===== config.mk =====
export PLATFORM = sky130hd
export DESIGN_NAME = reset_timer_load_switch_ctrl
export DESIGN_NICKNAME = d
export VERILOG_FILES = /design/src/include/rst_timer_pkg.sv /design/src/logic/input_sync.sv /design/src/logic/delay_timer.sv /design/src/logic/reset_timer_load_switch_ctrl.sv
export SDC_FILE = /design/constraint.sdc
export NUM_CORES = 1
export LEC_CHECK = 0
export BUFFER_PORTS_ARGS = -buffer_cell sky130_fd_sc_hd__buf_2
export CORE_MARGIN = 3
export CORE_UTILIZATION = 37
export CTS_BUF_LIST = sky130_fd_sc_hd__clkbuf_2 sky130_fd_sc_hd__clkbuf_4 sky130_fd_sc_hd__clkbuf_8
export DETAILED_ROUTE_END_ITERATION = 10
export PLACE_DENSITY = 0.6
export SLEW_MARGIN = 20
export SYNTH_ARGS = -nofsm -noshare
export SYNTH_HDL_FRONTEND = slang
export SYNTH_HIERARCHICAL = 1
export SYNTH_SLANG_ARGS = --single-unit
export TNS_END_PERCENT = 100

===== constraint.sdc =====
create_clock -name CORE_CLK -period 5.2 [get_ports CORE_CLK]
set_input_delay 1.3 -clock CORE_CLK [delete_from_list [all_inputs] [get_ports CORE_CLK]]
set_output_delay 1.3 -clock CORE_CLK [all_outputs]
set_load 0.01 [all_outputs]

===== src/include/rst_timer_pkg.sv =====
// Shared constants, types and register map of the reset timer sequencer
package rst_timer_pkg;

    // ------------------------------------------------------------
    // Timebase
    // ------------------------------------------------------------
    localparam int unsigned CLK_MHZ            = 200;       // Core clock rate in MHz
    localparam int unsigned CNT_W              = 32;        // Width of the delay counter

    // ------------------------------------------------------------
    // Delays in microseconds, as specified
    // ------------------------------------------------------------
    localparam int unsigned TURN_ON_US         = 1_900_000; // Long power-on hold, 1.9 s
    localparam int unsigned TURN_ON_FAST_US    = 10_000;    // Short power-on hold, 10 ms
    localparam int unsigned RESET_HOLD_US      = 7_700_000; // Long reset hold, 7.7 s
    localparam int unsigned RESET_HOLD_FAST_US = 2_000;     // Factory-test reset hold, 2 ms
    localparam int unsigned RESET_PULSE_US     = 468_000;   // Switch-off pulse, 468 ms
    localparam int unsigned SD_LONG_US         = 7_700_000; // Delayed turn-off, 7.7 s
    localparam int unsigned SD_SHORT_US        = 2_000;     // Zero-second turn-off, 2 ms
    localparam int unsigned QUALIFY_US         = 2_000;     // Shutdown request qualification, 2 ms

    // ------------------------------------------------------------
    // Delays in clock cycles (exact: whole microseconds times MHz)
    // ------------------------------------------------------------
    localparam int unsigned TURN_ON_CYC         = TURN_ON_US * CLK_MHZ;
    localparam int unsigned TURN_ON_FAST_CYC    = TURN_ON_FAST_US * CLK_MHZ;
    localparam int unsigned RESET_HOLD_CYC      = RESET_HOLD_US * CLK_MHZ;
    localparam int unsigned RESET_HOLD_FAST_CYC = RESET_HOLD_FAST_US * CLK_MHZ;
    localparam int unsigned RESET_PULSE_CYC     = RESET_PULSE_US * CLK_MHZ;
    localparam int unsigned SD_LONG_CYC         = SD_LONG_US * CLK_MHZ;
    localparam int unsigned SD_SHORT_CYC        = SD_SHORT_US * CLK_MHZ;
    localparam int unsigned QUALIFY_CYC         = QUALIFY_US * CLK_MHZ;

    // ------------------------------------------------------------
    // Register map (byte addresses) and fields
    // ------------------------------------------------------------
    localparam int unsigned ADDR_W          = 8;
    localparam logic [7:0]  CTRL_OFS        = 8'h00;      // Control, read/write
    localparam logic [7:0]  STATUS_OFS      = 8'h04;      // Status, read only
    localparam int unsigned CTRL_TEST_BIT   = 0;          // Allow factory-test shortcut
    localparam logic [31:0] CTRL_RESET      = 32'h0000_0001;
    localparam int unsigned ST_SWITCH_BIT   = 0;          // Load switch closed
    localparam int unsigned ST_DISCH_BIT    = 1;          // Discharge pull-down on
    localparam int unsigned ST_ARMED_BIT    = 2;          // Reset press detection armed
    localparam int unsigned ST_TEST_BIT     = 3;          // Factory-test mode latched
    localparam int unsigned ST_HOLD_BIT     = 4;          // Reset hold being timed
    localparam int unsigned ST_QUAL_BIT     = 5;          // Shutdown request being qualified
    localparam int unsigned ST_STATE_LSB    = 8;          // Sequencer state, 3 bits
    localparam int unsigned ST_INPUT_LSB    = 16;         // Synchronised inputs, 5 bits

    // ------------------------------------------------------------
    // Types
    // ------------------------------------------------------------
    typedef struct packed {
        logic power_key_n;       // Power key, low when pressed
        logic wake_request;      // Wake request
        logic shutdown_request;  // Shutdown request
        logic delay_select;      // Delay-select strap
        logic discharged;        // Output below discharged_threshold
    } in_type;

    localparam in_type IN_RESET = '{power_key_n: 1'b1, default: 1'b0};

    typedef enum logic [2:0] {
        ST_OFF,
        ST_ON,
        ST_RESET_OFF,
        ST_WAIT_DIS,
        ST_SHUTDOWN
    } state_type;

endpackage


===== src/logic/input_sync.sv =====
// Two-stage synchroniser for a group of level inputs
module input_sync #(
    parameter int unsigned      WIDTH   = 1,
    parameter logic [WIDTH-1:0] RST_VAL = '0
) (
    // Clock and reset
    input  wire logic             clk,
    input  wire logic             rst_n,
    // Levels in and out
    input  wire logic [WIDTH-1:0] async_in,
    output logic      [WIDTH-1:0] sync_out
);

    logic [WIDTH-1:0] meta_q;  // First stage, read only by the second

    // ------------------------------------------------------------
    // Synchroniser chain
    // ------------------------------------------------------------
    // Reset to the idle level so no false edge follows reset
    always_ff @(posedge clk or negedge rst_n) begin
        if (!rst_n) begin
            meta_q   <= RST_VAL;
            sync_out <= RST_VAL;
        end else begin
            meta_q   <= async_in;
            sync_out <= meta_q;
        end
    end

endmodule


===== src/logic/delay_timer.sv =====
// Down-counter that measures one delay at a time
module delay_timer #(
    parameter int unsigned W = 32
) (
    // Clock and reset
    input  wire logic         clk,
    input  wire logic         rst_n,
    // Control
    input  wire logic         load,
    input  wire logic [W-1:0] load_val,
    // State
    output logic      [W-1:0] remain,
    output logic              expired
);

    // ------------------------------------------------------------
    // Counter
    // ------------------------------------------------------------
    // Counts down to zero and rests there until reloaded
    always_ff @(posedge clk or negedge rst_n) begin
        if (!rst_n) begin
            remain <= '0;
        end else if (load) begin
            remain <= load_val;
        end else if (remain != '0) begin
            remain <= remain - W'(1);
        end
    end

    // Zero means the last loaded delay has run out
    assign expired = (remain == '0);

endmodule


===== src/logic/reset_timer_load_switch_ctrl.sv =====
// Load switch sequencer: power-on, long-press reset and delayed turn-off
//
// Implementation choices: register access over APB and the placing of the registers.
module reset_timer_load_switch_ctrl #(
    parameter int unsigned TURN_ON_CYC         = rst_timer_pkg::TURN_ON_CYC,
    parameter int unsigned TURN_ON_FAST_CYC    = rst_timer_pkg::TURN_ON_FAST_CYC,
    parameter int unsigned RESET_HOLD_CYC      = rst_timer_pkg::RESET_HOLD_CYC,
    parameter int unsigned RESET_HOLD_FAST_CYC = rst_timer_pkg::RESET_HOLD_FAST_CYC,
    parameter int unsigned RESET_PULSE_CYC     = rst_timer_pkg::RESET_PULSE_CYC,
    parameter int unsigned SD_LONG_CYC         = rst_timer_pkg::SD_LONG_CYC,
    parameter int unsigned SD_SHORT_CYC        = rst_timer_pkg::SD_SHORT_CYC,
    parameter int unsigned QUALIFY_CYC         = rst_timer_pkg::QUALIFY_CYC
) (
    // Clock and reset
    input  wire logic        CORE_CLK,
    input  wire logic        RST_N,
    // Pins from the power key and host
    input  wire logic        POWER_KEY_N,
    input  wire logic        WAKE_REQUEST,
    input  wire logic        SHUTDOWN_REQUEST,
    input  wire logic        DELAY_SELECT,
    input  wire logic        DISCHARGED,
    // Switch control
    output logic             SWITCH_ON,
    output logic             DISCHARGE_EN,
    // APB slave
    input  wire logic        PSEL,
    input  wire logic        PENABLE,
    input  wire logic        PWRITE,
    input  wire logic [7:0]  PADDR,
    input  wire logic [31:0] PWDATA,
    output logic             PREADY,
    output logic [31:0]      PRDATA,
    output logic             PSLVERR
);

    localparam int unsigned W = rst_timer_pkg::CNT_W;

    // ------------------------------------------------------------
    // Declarations
    // ------------------------------------------------------------
    rst_timer_pkg::in_type    in_raw;       // Pins as a group
    rst_timer_pkg::in_type    in_s;         // Synchronised pins
    rst_timer_pkg::state_type state_q;      // Sequencer state
    rst_timer_pkg::state_type state_d;
    logic          key_prev_q;              // Key level last cycle
    logic          shut_prev_q;             // Shutdown level last cycle
    logic          armed_q, armed_d;        // Reset press detection enabled
    logic          hold_q, hold_d;          // Reset hold being timed
    logic          on_act_q, on_act_d;      // Power-on hold being timed
    logic          qual_q, qual_d;          // Shutdown request qualifying
    logic          test_q, test_d;          // Factory-test mode
    logic          long_q, long_d;          // Delayed (abortable) turn-off
    logic          tmr_load;                // Start a new delay
    logic [W-1:0]  tmr_val;                 // Delay to start
    logic [W-1:0]  tmr_remain;              // Cycles left
    logic          tmr_done;                // Delay ran out
    logic [31:0]   ctrl_q;                  // Control register
    logic          switch_d;                // Next switch level
    wire           key_fall  = key_prev_q & ~in_s.power_key_n;
    wire           shut_rise = ~shut_prev_q & in_s.shutdown_request;
    wire           test_ok   = ctrl_q[rst_timer_pkg::CTRL_TEST_BIT];

    // ------------------------------------------------------------
    // Input synchronisers and timebase
    // ------------------------------------------------------------
    assign in_raw = '{power_key_n: POWER_KEY_N, wake_request: WAKE_REQUEST,
                      shutdown_request: SHUTDOWN_REQUEST, delay_select: DELAY_SELECT,
                      discharged: DISCHARGED};

    // Every pin is asynchronous to the core clock
    input_sync #(
        .WIDTH   ($bits(rst_timer_pkg::in_type)),
        .RST_VAL (rst_timer_pkg::IN_RESET)
    ) u_sync (
        .clk      (CORE_CLK),
        .rst_n    (RST_N),
        .async_in (in_raw),
        .sync_out (in_s)
    );

    // One counter serves every delay; phases never overlap
    delay_timer #(
        .W (W)
    ) u_timer (
        .clk      (CORE_CLK),
        .rst_n    (RST_N),
        .load     (tmr_load),
        .load_val (tmr_val),
        .remain   (tmr_remain),
        .expired  (tmr_done)
    );

    // ------------------------------------------------------------
    // Sequencer next state
    // ------------------------------------------------------------
    always_comb begin
        state_d  = state_q;
        armed_d  = armed_q;
        hold_d   = hold_q;
        on_act_d = on_act_q;
        qual_d   = qual_q;
        test_d   = test_q;
        long_d   = long_q;
        tmr_load = 1'b0;
        tmr_val  = '0;
        case (state_q)
            // Switch open, waiting for a power-on request
            rst_timer_pkg::ST_OFF: begin
                if (!in_s.power_key_n) begin
                    // Key outranks wake while pressed
                    if (key_fall) begin
                        on_act_d = 1'b1;
                        tmr_load = 1'b1;
                        tmr_val  = in_s.delay_select ? W'(TURN_ON_CYC) : W'(TURN_ON_FAST_CYC);
                    end else if (on_act_q && tmr_done) begin
                        state_d  = rst_timer_pkg::ST_ON;
                        on_act_d = 1'b0;
                        armed_d  = 1'b0;
                    end
                end else begin
                    on_act_d = 1'b0;
                    if (in_s.wake_request) begin
                        state_d = rst_timer_pkg::ST_ON;
                        armed_d = 1'b1;
                    end
                end
            end
            // Switch closed: watch reset press and shutdown request
            rst_timer_pkg::ST_ON: begin
                if (in_s.power_key_n) begin
                    armed_d = 1'b1;
                    hold_d  = 1'b0;
                    if (qual_q) begin
                        if (!in_s.shutdown_request) begin
                            qual_d = 1'b0;
                        end else if (tmr_done) begin
                            qual_d   = 1'b0;
                            state_d  = rst_timer_pkg::ST_SHUTDOWN;
                            long_d   = in_s.delay_select;
                            tmr_load = 1'b1;
                            tmr_val  = in_s.delay_select ? W'(SD_LONG_CYC) : W'(SD_SHORT_CYC);
                        end
                    end else if (shut_rise && !in_s.wake_request) begin
                        // Only a fresh rise starts qualification
                        qual_d   = 1'b1;
                        tmr_load = 1'b1;
                        tmr_val  = W'(QUALIFY_CYC);
                    end
                end else begin
                    qual_d = 1'b0;
                    if (key_fall && armed_q) begin
                        hold_d   = 1'b1;
                        test_d   = ~in_s.delay_select & test_ok;
                        tmr_load = 1'b1;
                        tmr_val  = (!in_s.delay_select && test_ok) ? W'(RESET_HOLD_FAST_CYC)
                                                                   : W'(RESET_HOLD_CYC);
                    end else if (hold_q && tmr_done) begin
                        hold_d   = 1'b0;
                        state_d  = rst_timer_pkg::ST_RESET_OFF;
                        tmr_load = 1'b1;
                        tmr_val  = W'(RESET_PULSE_CYC);
                    end
                end
            end
            // Switch open for the fixed pulse
            rst_timer_pkg::ST_RESET_OFF: begin
                if (tmr_done) begin
                    armed_d = 1'b0;
                    test_d  = 1'b0;
                    state_d = in_s.discharged ? rst_timer_pkg::ST_ON : rst_timer_pkg::ST_WAIT_DIS;
                end
            end
            // Pulse over, output still charged
            rst_timer_pkg::ST_WAIT_DIS: begin
                if (in_s.discharged) begin
                    state_d = rst_timer_pkg::ST_ON;
                end
            end
            // Turn-off countdown
            rst_timer_pkg::ST_SHUTDOWN: begin
                if (long_q && (!in_s.power_key_n || in_s.wake_request)) begin
                    state_d = rst_timer_pkg::ST_ON;
                    armed_d = in_s.power_key_n;
                end else if (tmr_done) begin
                    state_d = rst_timer_pkg::ST_OFF;
                end
            end
            default: begin
                state_d = rst_timer_pkg::ST_OFF;
            end
        endcase
    end

    // Switch is closed while on or counting down to turn-off
    assign switch_d = (state_d == rst_timer_pkg::ST_ON) || (state_d == rst_timer_pkg::ST_SHUTDOWN);

    // ------------------------------------------------------------
    // Sequencer registers
    // ------------------------------------------------------------
    // Reset leaves the switch closed and every flag clear
    always_ff @(posedge CORE_CLK or negedge RST_N) begin
        if (!RST_N) begin
            state_q  <= rst_timer_pkg::ST_ON;
            armed_q  <= 1'b0;
            hold_q   <= 1'b0;
            on_act_q <= 1'b0;
            qual_q   <= 1'b0;
            test_q   <= 1'b0;
            long_q   <= 1'b0;
        end else begin
            state_q  <= state_d;
            armed_q  <= armed_d;
            hold_q   <= hold_d;
            on_act_q <= on_act_d;
            qual_q   <= qual_d;
            test_q   <= test_d;
            long_q   <= long_d;
        end
    end

    // Edge history and pin outputs
    always_ff @(posedge CORE_CLK or negedge RST_N) begin
        if (!RST_N) begin
            key_prev_q   <= 1'b1;
            shut_prev_q  <= 1'b0;
            SWITCH_ON    <= 1'b1;
            DISCHARGE_EN <= 1'b0;
        end else begin
            key_prev_q   <= in_s.power_key_n;
            shut_prev_q  <= in_s.shutdown_request;
            SWITCH_ON    <= switch_d;
            DISCHARGE_EN <= (state_d == rst_timer_pkg::ST_RESET_OFF);
        end
    end

    // ------------------------------------------------------------
    // APB slave
    // ------------------------------------------------------------
    // Access phase takes two cycles: first edge prepares, second completes
    wire        apb_access = PSEL & PENABLE;
    wire        hit_ctrl   = (PADDR == rst_timer_pkg::CTRL_OFS);
    wire        hit_status = (PADDR == rst_timer_pkg::STATUS_OFS);
    wire        apb_err    = ~(hit_ctrl | hit_status);
    wire        ctrl_wr    = apb_access & PREADY & PWRITE & hit_ctrl;
    wire [31:0] status_word;

    // Live view of the sequencer for software
    assign status_word = {11'h000, in_s, 5'h00, state_q, 2'h0, qual_q, hold_q, test_q,
                          armed_q, DISCHARGE_EN, SWITCH_ON};

    // Ready pulses one cycle; data and error settle with it
    always_ff @(posedge CORE_CLK or negedge RST_N) begin
        if (!RST_N) begin
            PREADY  <= 1'b0;
            PRDATA  <= 32'h0000_0000;
            PSLVERR <= 1'b0;
        end else begin
            PREADY  <= apb_access & ~PREADY;
            PSLVERR <= apb_access & ~PREADY & apb_err;
            if (apb_access && !PREADY && !PWRITE) begin
                PRDATA <= hit_ctrl ? ctrl_q : (hit_status ? status_word : 32'h0000_0000);
            end
        end
    end

    // Writes land on the completing edge only; status is read only
    always_ff @(posedge CORE_CLK or negedge RST_N) begin
        if (!RST_N) begin
            ctrl_q <= rst_timer_pkg::CTRL_RESET;
        end else if (ctrl_wr) begin
            ctrl_q <= {31'h0000_0000, PWDATA[rst_timer_pkg::CTRL_TEST_BIT]};
        end
    end
endmodule


---- After elaboration in Yosys (flattened, before gate mapping) ----
Index checks and enable logic that the tools add are counted.
W data, S select, Z words.
word-level totals
  bits in registers ....................... 90
  output and inout bits ................... 36
cells by class
  add/sub/neg operators ................... 1
  equal/unequal tests ..................... 16
  mux-type cells .......................... 63
  bitwise operators ....................... 15
  reductions and logical operators ........ 29
operators by type and width
  cell                     number
  $mux W31                 5
  $mux W32                 4
  $mux W29                 3
  $pmux W32 S2             1
  $mux W21                 2
  $mux W3                  14
  $logic_not A32 Y1        1
  $reduce_bool A32 Y1      1
  $sub A32 B1 Y32 const B  1
  $mux W1                  27
  $mux W27                 1
  $mux W19                 1
  $pmux W3 S5              1
  $and A1 B1 Y1            9
  $eq A3 B2 Y1 const B     3
  $eq A8 B3 Y1 const B     1
  $logic_and A1 B1 Y1      8
  $logic_not A8 Y1         1
  $ne A2 B2 Y1 const B     4
  $reduce_and A7 Y1        1
  $eq A3 B1 Y1 const B     2
  $eq A3 B3 Y1 const B     2
  $ne A3 B2 Y1 const B     2
  $reduce_bool A3 Y1       2
  other kinds (15)         27

---- Longest topological paths before layout ----
  depth in word-level cells ............... 8
  mapped depth ............................ 14
  gate-level depth less buffers ........... 12

---- By module ----
Netlist, hierarchy kept.
modules (own cells, without submodules)
  module                        times used  cells each  area an instance (um^2)  sequential area each (um^2)
  delay_timer                   1           209         1893.1                   800.8
  reset_timer_load_switch_ctrl  1           187         1761.7                   755.7
  input_sync                    1           10          252.7                    252.7

---- Worst setup path before layout ----
OpenSTA, ideal clock, no wires.
  path type ............................... reg2reg
  from .................................... register u_timer.remain[0]
  to ...................................... register u_timer.remain[9]
  library setup time ...................... 0.110 ns
  data arrival time ....................... 3.126 ns
  required time ........................... 5.090 ns
  slack ................................... 1.964 ns
  cell stages (with the launch flop) ...... 15
  path buffers ............................ 3
  period minus slack after synthesis ...... 3.236 ns
  cell sequence ........................... dfrtp_1 > inv_1 > ha_1 > nor2b_1 > nand4_2 > nor3_4 > buf_2 > nand2_1 > a311oi_2 > a21boi_2 > or2_2 > clkbuf_1 > clkbuf_1 > a21oi_1 > o41ai_1
between the ends
  longest elaborated chain between the ends .. 7
ends and longest elaborated chain
  element                                         line                                                                      source
  start: declaration                              delay_timer.sv:12                                                         output logic [W-1:0] remain,
  start signal: assignment                        delay_timer.sv:24                                                         remain <= load_val;
  start signal: assignment                        delay_timer.sv:26                                                         remain <= remain - W'(1);
  $logic_not A32 Y1 *                             delay_timer.sv:31                                                         assign expired = (remain == '0);
  net tmr_done                                    reset_timer_load_switch_ctrl.sv:57                                        logic tmr_done;
  $mux W1 or $logic_and A1 B1 Y1 (tied branches)  reset_timer_load_switch_ctrl.sv:137, reset_timer_load_switch_ctrl.sv:158
  $mux W1, on equally long branches               reset_timer_load_switch_ctrl.sv:135, reset_timer_load_switch_ctrl.sv:158
  $mux W1, on equally long branches               reset_timer_load_switch_ctrl.sv:134, reset_timer_load_switch_ctrl.sv:152
  $mux W1 *                                       reset_timer_load_switch_ctrl.sv:131                                       if (in_s.power_key_n) begin
  $pmux W1 S2 *                                   reset_timer_load_switch_ctrl.sv:107                                       case (state_q)
  net tmr_load                                    reset_timer_load_switch_ctrl.sv:54                                        logic tmr_load;
  $mux W32 or $reduce_bool A2 Y1 (tied branches)  n/a
The timed path passes the listed nets; every way through them passes the cells marked *. The select of a mux whose other input is x is not followed.
A chain may end at the register's enable or synchronous reset.

---- Worst setup path in the final report ----
Ends and elaborated chain as after synthesis.

==> reports/metrics.yaml <==
synthArstFlopShare_pct: 100
ys_seq_area_share_pct: 46.3
clockBufferDepth: 2
hp-class: "reg2reg"
dp_hpwl_mm: 5.87
clkLatencyLatePin_ns: 0.34
rows: 36
grt_pass1_vias: 2909
path_clk_slew_ns: 0.08
numClockSinks: 72
stdcell_count: 584
crit_fanout: 33
synthTopCellsByCount: "dfrtp_1, nand2_1, nor2_1, nor3_1, o21ai_0"
cts_tree: "yes"
cp-start-kind: "flip-flop"
max_cap_violations: 0
cts_setup_buffers: 0
portBuffers: 36
finalHoldViolCount: 0
routed_wl_mm: 8.22
globalplace.congestion: 0.817
worstPathArrival_ns: 3.54
yosys_warnings: 6
report.final.slew_viol_count: 0
cp-end-kind: "flip-flop"
cp_cell_sequence: "inv_1 -> ha_1 -> nor2b_1 -> nand4_2 -> nor3_4 -> buf_4 -> nand2_1 -> a21boi_2 -> or2_2 -> and3b_1 -> a21oi_1 -> o41ai_1"
nets: 497
cts_resized: 0
crit_slowest_cell: "or2_2"
yosysMostFrequentCell: "dfrtp_1"
synth-main-ff-cell: "dfrtp_1"
vias: 2968
netlist_area_um2: 3910
pwr_density_cell_nw_per_um2: 393
n_antenna_cell: 0
timing.setup.tns_ns: 0
pre_cts_slack_ns: 1.86
core-area_um2: 10000
cts_hold_buf: 0
ant_nets: 0
ys_ff_latch: 72
status: "finished clean"
setup_viol: 0
period_share_pct: 64.2
root_buffer: "clkbuf_8"
grt.total_usage_pct: 15.0
grt_setup_unrepaired: "false"
p_leak_nw: 1.96
dieHeight_um: 109
h-tree-depth: 3
dp_cells: 568
finalPower_mw: 1.72
firstDrtPassIters: 4
peakVddDrop_v: 0.000159
cp_data_required_time_ns: 5.40
clock_skew_ns: 0.00865
synth_edf_count: 0
fin_crit_ns: 3.34
postSynthCellCount: 406
criticalPathCategory: "reg2reg"
die_w_um: 109
grt_max_degree: 38
worst_pin_slew_ns: 0.801
clock.fmax_ghz: 0.299
synth.distinct_cells: 62
avgSynthCellArea_um2: 9.62
io_pins: 86
synth_top_cell_area_share_pct: 42.3
die_area_um2: 11800
drive_above_1_share_pct: 20.8
cts_inserted_buffers: 9
first_iter_violations: 184
ys_top_cells_by_area: "dfrtp_1, nand2_1, xnor2_1"
wl_per_cell_um: 14.1
area_delta_synth_final_pct: 11.9
initial_core_util_pct: 39.1
drcViolationCount: 0
overflow: 0
vias_per_cell: 5.08
cp_slowest_stage_delay_ns: 0.50
grt_pass1_wl_mm: 14.2
worst_slack_ns: 1.86
synth_largest_area_cell: "dfrtp_1"
slew_headroom_pct: 46.6
antenna_found_initial: 0
path summary, 6_finish.rpt:
check	startpoint	end	slack (ns)	cells after the start
worst max-delay path	u_timer/remain[0]$_DFFE_PN0P_	u_timer/remain[9]$_DFFE_PN0P_	1.86	12
worst min-delay path	u_sync/meta_q[3]$_DFF_PN0_	u_sync/sync_out[3]$_DFF_PN0_	0.35	0
worst max register to register	u_timer/remain[0]$_DFFE_PN0P_	u_timer/remain[9]$_DFFE_PN0P_	1.86	12
worst min register to register	u_sync/meta_q[3]$_DFF_PN0_	u_sync/sync_out[3]$_DFF_PN0_	0.35	0
max in group asynchronous	RST_N	u_sync/meta_q[4]$_DFF_PN1_	3.16	2
min in group asynchronous	RST_N	u_sync/meta_q[0]$_DFF_PN0_	1.04	1
flip-flops by register name, indices dropped and copies added (netlist names):
name,cells
test_q,1
PRDATA,14
u_timer/remain,32
state_q,3
long_q,1
PREADY,1
SWITCH_ON,1
hold_q,1
u_sync/sync_out,5
on_act_q,1
ctrl_q,1
PSLVERR,1
DISCHARGE_EN,1
u_sync/meta_q,5
shut_prev_q,1
armed_q,1
qual_q,1
key_prev_q,1
worst max-delay path, delay by kind of cell, from the launching register on:
| kind | cells | cell delay [ns] |
|---|---|---|
| fa+ha+maj | 1 | 0.21 |
| compound gates | 3 | 0.41 |
| flops | 1 | 0.41 |
| simple gates | 6 | 1.69 |
| buf+inv | 2 | 0.47 |
power by group:
group / total (mW) / leakage, nW / internal [mW] / switching (mW)
combinational: 0.471 / 0.934 / 0.202 / 0.269
sequential: 0.788 / 0.917 / 0.664 / 0.124
clock: 0.457 / 0.110 / 0.254 / 0.203
total: 1.72 / 1.96 / 1.12 / 0.596
cell usage in the layout, fill, tap and decap left out, types with 3 or more instances in the layout:
| cell type | instances |
|---|---|
| o311ai_0 | 3 |
| a22o_2 | 10 |
| nor2_1 | 24 |
| nand4_1 | 5 |
| mux2i_1 | 3 |
| inv_1 | 14 |
| dfstp_2 | 6 |
| xnor2_1 | 20 |
| or2_2 | 4 |
| a31oi_1 | 4 |
| nand2_1 | 51 |
| nor3_1 | 22 |
| or4_1 | 3 |
| a21oi_1 | 9 |
| a22o_1 | 3 |
| nand2b_1 | 4 |
| o21ai_0 | 22 |
| or3_1 | 8 |
| buf_4 | 4 |
| nor2b_1 | 5 |
| buf_2 | 36 |
| and3b_1 | 3 |
| conb_1 | 28 |
| dfrtp_1 | 66 |
| nor4_1 | 7 |
| o41ai_1 | 3 |
| nand3_1 | 6 |
| o31ai_1 | 16 |
| clkbuf_8 | 11 |
| xor2_1 | 3 |
| mux2_2 | 6 |
kinds of logic (layout without fill, tap and decap cells):
kind of cell | count (synthesis) | in the layout | share of synthesized area [%]
simple gates | 159 | 159 | 21.9
compound gates | 89 | 89 | 16.6
flops | 72 | 72 | 46.3
buf+inv | 52 | 70 | 7.08
xor+xnor | 23 | 23 | 5.16
mux | 9 | 9 | 2.50
fa+ha+maj | 1 | 1 | 0.320
other cells | 1 | 28 | 0.0960
final cells by class:
type | count | area (µm²)
tap | 133 | 166
clock inverter | 4 | 52.6
multi-input combinational | 309 | 1920
inverter | 14 | 52.6
clock buffer | 12 | 159
timing repair buffer | 40 | 210
sequential | 72 | 1810
fill | 981 | 5630
routing by layer:
| layer | up-vias | share of wire (%) | GRT usage (%) |
|---|---|---|---|
| met5 | - | 0 | 0 |
| met4 | 0 | 1.5 | 5.41 |
| met3 | 10 | 4.0 | 2.31 |
| met2 | 60 | 46 | 23.5 |
| met1 | 1398 | 49 | 20.9 |
| li1 | 1500 | - | - |
stage by stage:
step,hold WS [ns],utilization (%),area (µm²)
3_3_place_gp,0.333,41.6,4160
4_1_cts,0.354,43.7,4370
5_1_grt,0.359,43.7,4370
6_report,0.351,43.7,4370
3_5_place_dp,0.336,41.6,4160
2_1_floorplan,0.331,-,4010
No activity file was read; power rests on OpenSTA's default activity.
